File: config.mk
export PLATFORM = sky130hd
export DESIGN_NAME = ssdb_xfer
export DESIGN_NICKNAME = d
export VERILOG_FILES = /design/src/hdl/ssdb_pkg.sv /design/src/hdl/ssdb_xfer.sv
export SDC_FILE = /design/constraint.sdc
export NUM_CORES = 2
export LEC_CHECK = 0
export BUFFER_PORTS_ARGS = -buffer_cell sky130_fd_sc_hd__buf_2
export CAP_MARGIN = 10
export CORE_MARGIN = 1
export CORE_UTILIZATION = 28
export CTS_BUF_LIST = sky130_fd_sc_hd__clkbuf_8
export DETAILED_ROUTE_END_ITERATION = 10
export HOLD_SLACK_MARGIN = 0.08
export MAX_ROUTING_LAYER = met4
export PLACE_DENSITY = 0.43
export SKIP_CTS_REPAIR_TIMING = 1
export SLEW_MARGIN = 30
export SYNTH_ARGS = -nofsm -noshare
export SYNTH_HDL_FRONTEND = slang
export SYNTH_SLANG_ARGS = --single-unit
File: constraint.sdc
create_clock -name sys_clk_i -period 5 [get_ports sys_clk_i]
set_clock_uncertainty 0.05 [all_clocks]
set_input_delay 1 -clock sys_clk_i [delete_from_list [all_inputs] [get_ports sys_clk_i]]
set_output_delay 1 -clock sys_clk_i [all_outputs]
set_load 0.02 [all_outputs]
File: src/hdl/ssdb_pkg.sv
// Package for the synchronous serial block-transfer channel: constants, types and map.
// Functional notes
// - Start-switch falling edge begins one block
// - Start input filtered at periph_clk/8, no interrupt
// - Master mode, internal clock driven out
// - Rate divider sets 38,400 bps from periph_clk/4
// - Clock out, receive in, transmit out
// - Four requests: tx end, empty, full, error
// - Empty request feeds transmit DMA while enabled
// - Transmit DMA loads next byte, then shifted
// - Each received byte raises full request
// - Transmit DMA: incrementing source, 256 bytes
// - Receive DMA: incrementing destination, 256 bytes
// - Receive DMA start clears full pending flag
// - Transmit DMA start clears empty pending flag
// - Transmit done: empty request off, end on
// - Receive done: full request off, flag set
// - Receive done after transmit done disables both
// - Transmit end sets flag, maybe disables both
// - Each DMA channel raises its done interrupt
// - Eight data bits, least significant first
// - Transmit and receive share one clock
// - Enabling transmitter sets empty request immediately
package ssdb_pkg;

  // Timing.
  localparam int unsigned PERIPH_HZ = 200_000_000;
  localparam int unsigned BIT_RATE_BPS = 38_400;
  localparam int unsigned FILT_DIV = 8;
  localparam int unsigned CHAN_DIV = 4;
  // The divider needs nine bits at this clock; eight would wrap and give the wrong rate.
  localparam logic [8:0] RATE_DIV_RST = 9'(PERIPH_HZ / (8 * 2 * BIT_RATE_BPS) - 1);
  localparam logic [2:0] FILT_LAST = 3'(FILT_DIV - 1);
  localparam logic [1:0] CHAN_LAST = 2'(CHAN_DIV - 1);

  // Block length: 256 single-byte transfers per DMA channel.
  localparam int unsigned BLOCK_LEN = 256;
  localparam logic [8:0] BLOCK_CNT = 9'(BLOCK_LEN);
  localparam logic [8:0] BLOCK_LAST = 9'(BLOCK_LEN - 1);
  localparam logic [2:0] BIT_LAST = 3'h7;

  // Register map (byte addresses).
  localparam logic [7:0] OFS_STATUS = 8'h00;
  localparam logic [7:0] OFS_RATE = 8'h04;
  localparam logic [7:0] OFS_BUF_IDX = 8'h08;
  localparam logic [7:0] OFS_TX_BUF = 8'h0C;
  localparam logic [7:0] OFS_RX_BUF = 8'h10;
  localparam logic [7:0] OFS_COUNT = 8'h14;

  // Status field positions.
  localparam int unsigned ST_TX_DONE = 0;
  localparam int unsigned ST_RX_DONE = 1;
  localparam int unsigned ST_TX_EN = 2;
  localparam int unsigned ST_RX_EN = 3;
  localparam int unsigned ST_OVERRUN = 4;
  localparam int unsigned ST_BUSY = 5;
  localparam int unsigned CNT_RX_POS = 16;

  // The four event requests of the channel.
  typedef struct packed {
    logic tx_empty_req;
    logic rx_full_req;
    logic tx_end_req;
    logic rx_error_req;
  } ssdb_req_t;

  // DMA completion events.
  typedef struct packed {
    logic tx_dma_done_irq;
    logic rx_dma_done_irq;
  } ssdb_irq_t;

  // Shift engine states.
  typedef enum logic [1:0] {
    ENG_IDLE  = 2'b01,
    ENG_SHIFT = 2'b10
  } ssdb_eng_t;

endpackage

File: src/hdl/ssdb_xfer.sv
// Synchronous serial master with transmit and receive DMA for 256-byte blocks.
//
// Chosen here: the placing of the registers and the address-and-strobe port.
`timescale 1ns/100ps
`default_nettype none

module ssdb_xfer (
  input  wire logic              sys_clk_i,
  input  wire logic              reset_i,
  input  wire logic [7:0]        reg_addr_i,
  input  wire logic [31:0]       reg_wdata_i,
  input  wire logic              reg_wr_i,
  input  wire logic              reg_rd_i,
  output logic [31:0]            reg_rdata_o,
  input  wire logic              start_switch_in_i,
  output logic                   serial_clk_out_o,
  output logic                   serial_tx_pin_o,
  input  wire logic              serial_rx_pin_i,
  output ssdb_pkg::ssdb_req_t    req_o,
  output ssdb_pkg::ssdb_irq_t    irq_o
);

  // Memories: the transmit and receive block buffers.
  logic [7:0] tx_mem [0:ssdb_pkg::BLOCK_LEN-1];
  logic [7:0] rx_mem [0:ssdb_pkg::BLOCK_LEN-1];

  logic [1:0]  sw_sync_q;
  logic [1:0]  rx_sync_q;
  logic [2:0]  smp_q;
  logic        flt_q;
  logic [2:0]  div8_q;
  logic [1:0]  div4_q;
  logic [9:0]  rate_cnt_q;
  logic [8:0]  rate_div_q;
  logic [7:0]  buf_idx_q;
  logic        tx_done_q;
  logic        rx_done_q;
  logic        te_q;
  logic        re_q;
  logic        tie_q;
  logic        rie_q;
  logic        teie_q;
  logic        tx_pend_q;
  logic        rx_pend_q;
  logic        end_pend_q;
  logic        err_q;
  logic [7:0]  tx_data_reg_q;
  logic        tx_data_full_q;
  logic [7:0]  rx_data_reg_q;
  logic [7:0]  tsr_q;
  logic [7:0]  rsr_q;
  logic [2:0]  bit_cnt_q;
  logic        sck_q;
  logic        txd_q;
  logic [8:0]  tx_cnt_q;
  logic [8:0]  rx_cnt_q;
  logic        tx_irq_q;
  logic        rx_irq_q;
  logic [31:0] rdata_q;
  ssdb_pkg::ssdb_eng_t eng_q;

  // Register strobes and selection.
  wire wr_stat = reg_wr_i && (reg_addr_i == ssdb_pkg::OFS_STATUS);
  wire wr_rate = reg_wr_i && (reg_addr_i == ssdb_pkg::OFS_RATE);
  wire wr_idx = reg_wr_i && (reg_addr_i == ssdb_pkg::OFS_BUF_IDX);
  wire wr_txbuf = reg_wr_i && (reg_addr_i == ssdb_pkg::OFS_TX_BUF);
  wire rd_rxbuf = reg_rd_i && (reg_addr_i == ssdb_pkg::OFS_RX_BUF);

  // Clock-rate enables: /8 for the start filter, /4 for the channel.
  wire tick8 = (div8_q == ssdb_pkg::FILT_LAST);
  wire tick4 = (div4_q == ssdb_pkg::CHAN_LAST);
  wire half_tick = tick4 && (rate_cnt_q == {rate_div_q, 1'b1});

  // Start filter: three equal samples at the /8 rate, then falling-edge detect.
  wire [2:0] smp_next = {smp_q[1:0], sw_sync_q[1]};
  wire       flt_fall = tick8 && flt_q && (smp_next == 3'h0);
  wire       blk_idle = tx_done_q && rx_done_q;
  wire       start_go = flt_fall && blk_idle;

  // Engine events: edges of the serial clock and end of a byte.
  wire shifting = (eng_q == ssdb_pkg::ENG_SHIFT);
  wire sck_fall = shifting && half_tick && sck_q;
  wire sck_rise = shifting && half_tick && !sck_q;
  wire byte_done = sck_rise && (bit_cnt_q == ssdb_pkg::BIT_LAST);
  wire idle_load = (eng_q == ssdb_pkg::ENG_IDLE) && te_q && tx_data_full_q;
  wire next_load = byte_done && tx_data_full_q;
  wire tsr_load = idle_load || next_load;
  wire tx_last = byte_done && !tx_data_full_q;

  // DMA requests are honoured only while the matching enables are on.
  wire tx_dma_go = tx_pend_q && te_q && tie_q && !tx_data_full_q
                   && (tx_cnt_q != ssdb_pkg::BLOCK_CNT);
  wire rx_dma_go = rx_pend_q && re_q && rie_q
                   && (rx_cnt_q != ssdb_pkg::BLOCK_CNT);
  wire tx_fin = tx_dma_go && (tx_cnt_q == ssdb_pkg::BLOCK_LAST);
  wire rx_fin = rx_dma_go && (rx_cnt_q == ssdb_pkg::BLOCK_LAST);
  wire end_fire = end_pend_q;
  wire both_off = (rx_fin && (tx_done_q || end_fire))
                  || (end_fire && rx_done_q);

  // Read data multiplexer.
  wire [31:0] stat_word = {26'h0, shifting, err_q, re_q, te_q, rx_done_q, tx_done_q};
  wire [31:0] cnt_word = {7'h0, rx_cnt_q, 7'h0, tx_cnt_q};
  wire [31:0] rd_mux = (reg_addr_i == ssdb_pkg::OFS_STATUS) ? stat_word :
                       (reg_addr_i == ssdb_pkg::OFS_RATE) ? {23'h0, rate_div_q} :
                       (reg_addr_i == ssdb_pkg::OFS_BUF_IDX) ? {24'h0, buf_idx_q} :
                       (reg_addr_i == ssdb_pkg::OFS_RX_BUF) ? {24'h0, rx_mem[buf_idx_q]} :
                       (reg_addr_i == ssdb_pkg::OFS_COUNT) ? cnt_word : 32'h0;

  // Pin synchronisers; only the second stage is read by logic.
  always_ff @(posedge sys_clk_i) begin
    if (reset_i) begin
      sw_sync_q <= 2'h3;
      rx_sync_q <= 2'h3;
    end else begin
      sw_sync_q <= {sw_sync_q[0], start_switch_in_i};
      rx_sync_q <= {rx_sync_q[0], serial_rx_pin_i};
    end
  end

  // Start filter samples and clock dividers.
  always_ff @(posedge sys_clk_i) begin
    if (reset_i) begin
      smp_q <= 3'h7;
      flt_q <= 1'b1;
      div8_q <= 3'h0;
      div4_q <= 2'h0;
    end else begin
      div8_q <= div8_q + 3'h1;
      div4_q <= div4_q + 2'h1;
      if (tick8) begin
        smp_q <= smp_next;
        if (smp_next == 3'h0) begin
          flt_q <= 1'b0;
        end else if (smp_next == 3'h7) begin
          flt_q <= 1'b1;
        end
      end
    end
  end

  // Half-bit counter runs only while shifting so every byte starts on a full half period.
  always_ff @(posedge sys_clk_i) begin
    if (reset_i || !shifting || tsr_load) begin
      rate_cnt_q <= 10'h0;
    end else if (tick4) begin
      rate_cnt_q <= half_tick ? 10'h0 : rate_cnt_q + 10'h1;
    end
  end

  // Software registers: rate divider, buffer index, transmit buffer fill, read data.
  always_ff @(posedge sys_clk_i) begin
    if (reset_i) begin
      rate_div_q <= ssdb_pkg::RATE_DIV_RST;
      buf_idx_q <= 8'h00;
      rdata_q <= 32'h0;
    end else begin
      rdata_q <= reg_rd_i ? rd_mux : 32'h0;
      if (wr_rate) begin
        rate_div_q <= reg_wdata_i[8:0];
      end
      if (wr_idx) begin
        buf_idx_q <= reg_wdata_i[7:0];
      end else if (wr_txbuf || rd_rxbuf) begin
        buf_idx_q <= buf_idx_q + 8'h01;
      end
    end
  end

  // Buffer arrays carry no reset; software fills the transmit side before a start.
  always_ff @(posedge sys_clk_i) begin
    if (wr_txbuf) begin
      tx_mem[buf_idx_q] <= reg_wdata_i[7:0];
    end
    if (rx_dma_go) begin
      rx_mem[rx_cnt_q[7:0]] <= rx_data_reg_q;
    end
  end

  // Sequencing of enables and completion flags, done in hardware in place of handlers.
  always_ff @(posedge sys_clk_i) begin
    if (reset_i) begin
      tx_done_q <= 1'b1;
      rx_done_q <= 1'b1;
      te_q <= 1'b0;
      re_q <= 1'b0;
      tie_q <= 1'b0;
      rie_q <= 1'b0;
      teie_q <= 1'b0;
      tx_cnt_q <= 9'h0;
      rx_cnt_q <= 9'h0;
      tx_irq_q <= 1'b0;
      rx_irq_q <= 1'b0;
    end else begin
      tx_irq_q <= tx_fin;
      rx_irq_q <= rx_fin;
      if (start_go) begin
        tx_done_q <= 1'b0;
        rx_done_q <= 1'b0;
        te_q <= 1'b1;
        re_q <= 1'b1;
        tie_q <= 1'b1;
        rie_q <= 1'b1;
        teie_q <= 1'b1;
        tx_cnt_q <= 9'h0;
        rx_cnt_q <= 9'h0;
      end else begin
        if (tx_dma_go) begin
          tx_cnt_q <= tx_cnt_q + 9'h1;
        end
        if (rx_dma_go) begin
          rx_cnt_q <= rx_cnt_q + 9'h1;
        end
        if (tx_fin) begin
          tie_q <= 1'b0;
          teie_q <= 1'b1;
        end
        if (rx_fin) begin
          rie_q <= 1'b0;
          rx_done_q <= 1'b1;
        end
        if (end_fire) begin
          teie_q <= 1'b0;
          tx_done_q <= 1'b1;
        end
        if (both_off) begin
          te_q <= 1'b0;
          re_q <= 1'b0;
        end
      end
    end
  end

  // Pending request flags: a set in the same cycle as a clear wins.
  always_ff @(posedge sys_clk_i) begin
    if (reset_i) begin
      tx_pend_q <= 1'b0;
      rx_pend_q <= 1'b0;
      end_pend_q <= 1'b0;
      err_q <= 1'b0;
    end else begin
      if (tx_dma_go) begin
        tx_pend_q <= 1'b0;
      end
      if (start_go || (tsr_load && tie_q)) begin
        tx_pend_q <= 1'b1;
      end
      if (rx_dma_go) begin
        rx_pend_q <= 1'b0;
      end
      if (byte_done && re_q && rie_q) begin
        rx_pend_q <= 1'b1;
      end
      end_pend_q <= tx_last && teie_q && !tie_q;
      if (wr_stat && reg_wdata_i[ssdb_pkg::ST_OVERRUN]) begin
        err_q <= 1'b0;
      end
      if (byte_done && re_q && rx_pend_q && !rx_dma_go) begin
        err_q <= 1'b1;
      end
    end
  end

  // Transmit DMA: the next buffer byte goes straight into the transmit data register.
  always_ff @(posedge sys_clk_i) begin
    if (reset_i) begin
      tx_data_reg_q <= 8'h00;
      tx_data_full_q <= 1'b0;
    end else if (tx_dma_go) begin
      tx_data_reg_q <= tx_mem[tx_cnt_q[7:0]];
      tx_data_full_q <= 1'b1;
    end else if (tsr_load) begin
      tx_data_full_q <= 1'b0;
    end
  end

  // Shift engine: data out on the falling edge, sampled in on the rising edge.
  always_ff @(posedge sys_clk_i) begin
    if (reset_i) begin
      eng_q <= ssdb_pkg::ENG_IDLE;
      sck_q <= 1'b1;
      txd_q <= 1'b1;
      tsr_q <= 8'h00;
      rsr_q <= 8'h00;
      rx_data_reg_q <= 8'h00;
      bit_cnt_q <= 3'h0;
    end else begin
      case (eng_q)
        ssdb_pkg::ENG_IDLE: begin
          sck_q <= 1'b1;
          if (idle_load) begin
            tsr_q <= tx_data_reg_q;
            bit_cnt_q <= 3'h0;
            eng_q <= ssdb_pkg::ENG_SHIFT;
          end
        end
        ssdb_pkg::ENG_SHIFT: begin
          if (sck_fall) begin
            sck_q <= 1'b0;
            txd_q <= tsr_q[0];
            tsr_q <= {1'b0, tsr_q[7:1]};
          end else if (sck_rise) begin
            sck_q <= 1'b1;
            rsr_q <= {rx_sync_q[1], rsr_q[7:1]};
            bit_cnt_q <= bit_cnt_q + 3'h1;
            if (byte_done) begin
              rx_data_reg_q <= {rx_sync_q[1], rsr_q[7:1]};
              if (next_load) begin
                tsr_q <= tx_data_reg_q;
              end else begin
                eng_q <= ssdb_pkg::ENG_IDLE;
              end
            end
          end
        end
        default: begin
          eng_q <= ssdb_pkg::ENG_IDLE;
        end
      endcase
    end
  end

  // Outputs.
  assign reg_rdata_o = rdata_q;
  assign serial_clk_out_o = sck_q;
  assign serial_tx_pin_o = txd_q;
  assign req_o = {tx_pend_q, rx_pend_q, end_pend_q, err_q}; // Struct order, MSB first.
  assign irq_o = {tx_irq_q, rx_irq_q};

  // Checks next to the logic.
  a_start_enables: assert property (@(posedge sys_clk_i) disable iff (reset_i)
    start_go |=> te_q && re_q && tx_pend_q && !tx_done_q && !rx_done_q)
    else $error("start did not enable the channel");

  a_start_ignored: assert property (@(posedge sys_clk_i) disable iff (reset_i)
    (flt_fall && !blk_idle) |=> tx_cnt_q >= $past(tx_cnt_q) && rx_cnt_q >= $past(rx_cnt_q))
    else $error("start accepted while block busy");

  a_filter_rate: assert property (@(posedge sys_clk_i) disable iff (reset_i)
    $changed(flt_q) |-> $past(tick8))
    else $error("filter changed off its sample tick");

  a_clock_fall: assert property (@(posedge sys_clk_i) disable iff (reset_i)
    $fell(sck_q) |-> $past(half_tick) && $past(div4_q) == ssdb_pkg::CHAN_LAST)
    else $error("serial clock fell off its rate tick");

  a_lsb_order: assert property (@(posedge sys_clk_i) disable iff (reset_i)
    sck_fall |=> txd_q == $past(tsr_q[0]) && tsr_q[7] == 1'b0)
    else $error("transmit bit order wrong");

  a_tx_dma_take: assert property (@(posedge sys_clk_i) disable iff (reset_i)
    tx_dma_go |=> !tx_pend_q && tx_data_full_q && tx_cnt_q == $past(tx_cnt_q) + 9'h1)
    else $error("transmit DMA transfer wrong");

  a_rx_dma_take: assert property (@(posedge sys_clk_i) disable iff (reset_i)
    (rx_dma_go && !byte_done) |=> !rx_pend_q ##0
      rx_mem[$past(rx_cnt_q[7:0])] == $past(rx_data_reg_q))
    else $error("receive DMA transfer wrong");

  a_tx_complete: assert property (@(posedge sys_clk_i) disable iff (reset_i)
    tx_fin |=> irq_o.tx_dma_done_irq && !tie_q && teie_q ##1 !irq_o.tx_dma_done_irq)
    else $error("transmit DMA completion wrong");

  a_rx_complete: assert property (@(posedge sys_clk_i) disable iff (reset_i)
    rx_fin |=> rx_done_q && !rie_q && irq_o.rx_dma_done_irq)
    else $error("receive DMA completion wrong");

  a_both_disable: assert property (@(posedge sys_clk_i) disable iff (reset_i)
    $rose(tx_done_q && rx_done_q) |-> !te_q && !re_q)
    else $error("channel left enabled after both done");

  a_tx_end_seq: assert property (@(posedge sys_clk_i) disable iff (reset_i)
    (tx_last && teie_q && !tie_q) |=> end_pend_q ##1 (tx_done_q && !teie_q && !end_pend_q))
    else $error("transmit end sequence wrong");

endmodule

`default_nettype wire

==> reports/metrics.cfg <==
[synthesis]
synth_seq_cells=4230
netlist_area_um2=164300
ys_types=69
synth_edf_count=4096
ys.flop_type=edfxtp_1
syn_avg_cell_area_um2=21.37
synth_cells=7690
synth-warning-count=0
yosysSeqAreaShare=0.7648
ys_async_sr_fraction=0

[floorplanning]
die_y_um=768.1
rows=281
core_area_um2=585000
start_util=0.2809
dieArea_um2=590000
die_x_um=768.1
ioPinCount=86

[placed_design]
gp_congestion=0.8514
dp_slack_ns=0.5329
place_area_um2=178200
io_buffer_count=48
dpl.hpwl_mm=305.6

[run_status]
status=finished clean

[finish]
fillers=55842
nets=8753
layout-drive-gt1-share=0.3129
final_area_um2=191600
final_util=0.3275
syn2layout_area_growth_pct=16.60

[timing]
finalCriticalPeriod_ns=4.431
fin_hold_ws_ns=0.1561
max_freq_mhz=225.7
fin_crit_sh=0.8863
fin_tns_setup_ns=0
tightest_slew_ns=1.171
finalHoldViolations=0
grt_setup_unrepaired=false
slew_violations=0
layout_setup_ws_ns=0.5686
relSlewSlack=0.2190
finalSetupViolCount=0

[detailed_routing]
wl_per_cell_um=28.69
ant_nets=0
drt_pass1_iterations=6
routed_via_density=4.819
drc_errors=0
drtIter0Drc=7487
vias=82148
drt_wl_total_mm=489.0

[setup_path]
start_kind=register
cp_cell_sequence=buf_12 -> mux4_2 -> o21ai_0 -> nand4_1 -> a21oi_1 -> o21ai_0 -> o21ai_0 -> buf_4 -> a2111oi_2 -> buf_4
cp_slowest_cell=dfxtp_4
cp-end-kind=register
arrival_ns=5.55
critPathKind=register to register
worstPathRequired_ns=6.11
slowest_delay_ns=0.77
crit_top_cell=o21ai_0
crit_fanout=33

[job]
maxCapViolations=0

[power]
powerDensity_nw_per_um2=357.5
peakVddDrop_mv=0.2955
cellLeakagePower_nw=59.13

[global_routing]
grt_max_degree=189
grt_first_pass_wirelength_mm=683.0
grt.total_usage=0.1666
grt-ovfl-total=0
grt_pass1_vias=85931
antenna_found_initial=29

[clocking]
cts_max_path_buffers=4
path_clk_slew_ns=0.06
cts-root-buf=clkbuf_8
cts_inserted_buffers=710
cts.htree.levels=6
clock_latency_ns=1.29
cts_tree=done
cts.sinks=4230

[min_path]
hold_class=input port to register

-- synthesized netlist by cell type (7+ instances only) --
cell | count | share of area
a22o_1 | 7 | 0.00037
buf_2 | 119 | 0.0036
a211oi_1 | 32 | 0.0015
mux4_2 | 1151 | 0.16
mux2i_1 | 163 | 0.0099
a22oi_1 | 32 | 0.0015
a221oi_1 | 32 | 0.0017
o21bai_1 | 7 | 0.00032
xor2_1 | 23 | 0.0012
o221ai_1 | 18 | 0.00096
nor2b_1 | 33 | 0.0013
nor4_1 | 8 | 0.00030
clkbuf_1 | 196 | 0.0045
dfxtp_1 | 134 | 0.016
a31oi_1 | 15 | 0.00057
nand2_1 | 232 | 0.0053
nor2_1 | 681 | 0.016
buf_1 | 19 | 0.00043
inv_1 | 20 | 0.00046
o22ai_1 | 27 | 0.0010
and3_1 | 11 | 0.00042
a311oi_1 | 13 | 0.00069
buf_4 | 102 | 0.0047
buf_6 | 31 | 0.0021
nor3_1 | 32 | 0.00097
a21oi_1 | 104 | 0.0032
nand3_1 | 55 | 0.0017
nand4_1 | 19 | 0.00072
edfxtp_1 | 4096 | 0.75
o21ai_0 | 76 | 0.0023
mux2_2 | 13 | 0.00089
or2_2 | 10 | 0.00038
nand2b_1 | 14 | 0.00053
ha_1 | 20 | 0.0015
and2_1 | 30 | 0.0011
a2111oi_0 | 16 | 0.00085
xnor2_1 | 16 | 0.00085
-- routing by layer --
layer,wire [µm],vias up,GRT usage
met1,210700,44738,0.2188
met5,0,-,-
li1,-,34079,-
met2,238200,2570,0.2686
met4,14230,0,0.04776
met3,25930,761,0.02659
-- path summary, 6_finish.rpt --
kind	cells past startpoint	startpoint	end	slack, ns
max	10	register	reg_rdata_o[7]	0.57
min	1	reg_wdata_i[6]	tx_mem[92][6]	0.16
max reg2reg	10	register	reg_rdata_o[7]	0.57
min reg2reg	1	sw_sync_q[0]	sw_sync_q[1]	0.36
-- power by group --
part / internal [mW] / switching [mW]
sequential: 38.6 / 0.0109
combinational: 0.129 / 0.499
clock: 14.9 / 14.4
-- worst max-delay path: cells and delay by family, from the launching register on --
kind / cells / cell delay [ns]
AOI/OAI and AO/OA: 5 / 1.61
buffers and inverters: 3 / 0.79
DFF: 1 / 0.77
muxes: 1 / 0.61
and+or+nand+nor: 1 / 0.40
-- layout make-up --
class                           count  area, µm²  share of cell area
Sequential cell                  4230     125700              0.6562
Timing Repair Buffer              739       6470             0.03376
Clock inverter                    541       3115             0.01626
Antenna cell                       17      42.54           0.0002220
Inverter                           25      105.1           0.0005485
Clock buffer                      731      10060             0.05250
Multi-Input combinational cell   2981      36340              0.1897
Tap cell                         7782       9737             0.05081
-- state kept, by name, indices dropped and copies added, names as in the netlist, 2 cells and up, named ones only --
| signal | cells |
|---|---|
| buf_idx_q | 8 |
| rx_sync_q | 2 |
| bit_cnt_q | 3 |
| tsr_q | 8 |
| rsr_q | 7 |
| eng_q | 2 |
| rx_cnt_q | 9 |
| tx_mem | 2048 |
| smp_q | 2 |
| tx_data_reg_q | 8 |
| rate_cnt_q | 10 |
| tx_cnt_q | 9 |
| div8_q | 3 |
| rx_data_reg_q | 8 |
| div4_q | 2 |
| reg_rdata_o | 18 |
| sw_sync_q | 2 |
| rx_mem | 2048 |
| rate_div_q | 9 |
-- metrics by stage --
step	total power [mW]	cells
finish	68.51	17046
global route	70.81	17043
CTS	69.40	17019
detailed placement	39.95	15747
global placement	39.92	15747
floorplan	39.52	7703
-- cell usage in the layout (no fill, tap or decap), types with 14 or more instances in the layout --
master,instances
a2111oi_0,16
a211oi_1,29
a21oi_1,104
a221oi_1,32
a22oi_1,32
a31oi_1,15
and2_1,30
buf_12,69
buf_2,39
buf_4,613
bufinv_16,24
clkbuf_8,731
clkinv_1,163
clkinv_2,81
clkinvlp_4,17
conb_1,14
dfxtp_1,113
dfxtp_4,16
diode_2,17
edfxtp_1,4096
ha_1,20
inv_1,242
inv_6,15
mux2i_1,163
mux4_2,1151
nand2_1,213
nand2_2,19
nand2b_1,14
nand3_1,48
nand4_1,19
nor2_1,645
nor2_2,36
nor2b_1,32
nor3_1,30
o21ai_0,75
o221ai_1,18
o22ai_1,27
xnor2_1,16
xor2_1,23
-- kinds of logic (layout without fill, tap and decap cells) --
logic type / Yosys count / in the layout / synth area share
fa+ha+maj: 20 / 20 / 0.001523
compound gates: 439 / 439 / 0.01809
xor+xnor: 39 / 39 / 0.002078
flops: 4230 / 4230 / 0.7648
mux: 1327 / 1327 / 0.1686
simple gates: 1142 / 1142 / 0.02909
buf+inv: 492 / 2036 / 0.01589
other cells: 1 / 31 / 0.00002282
Note: power is estimated with default switching activity, not from simulation.
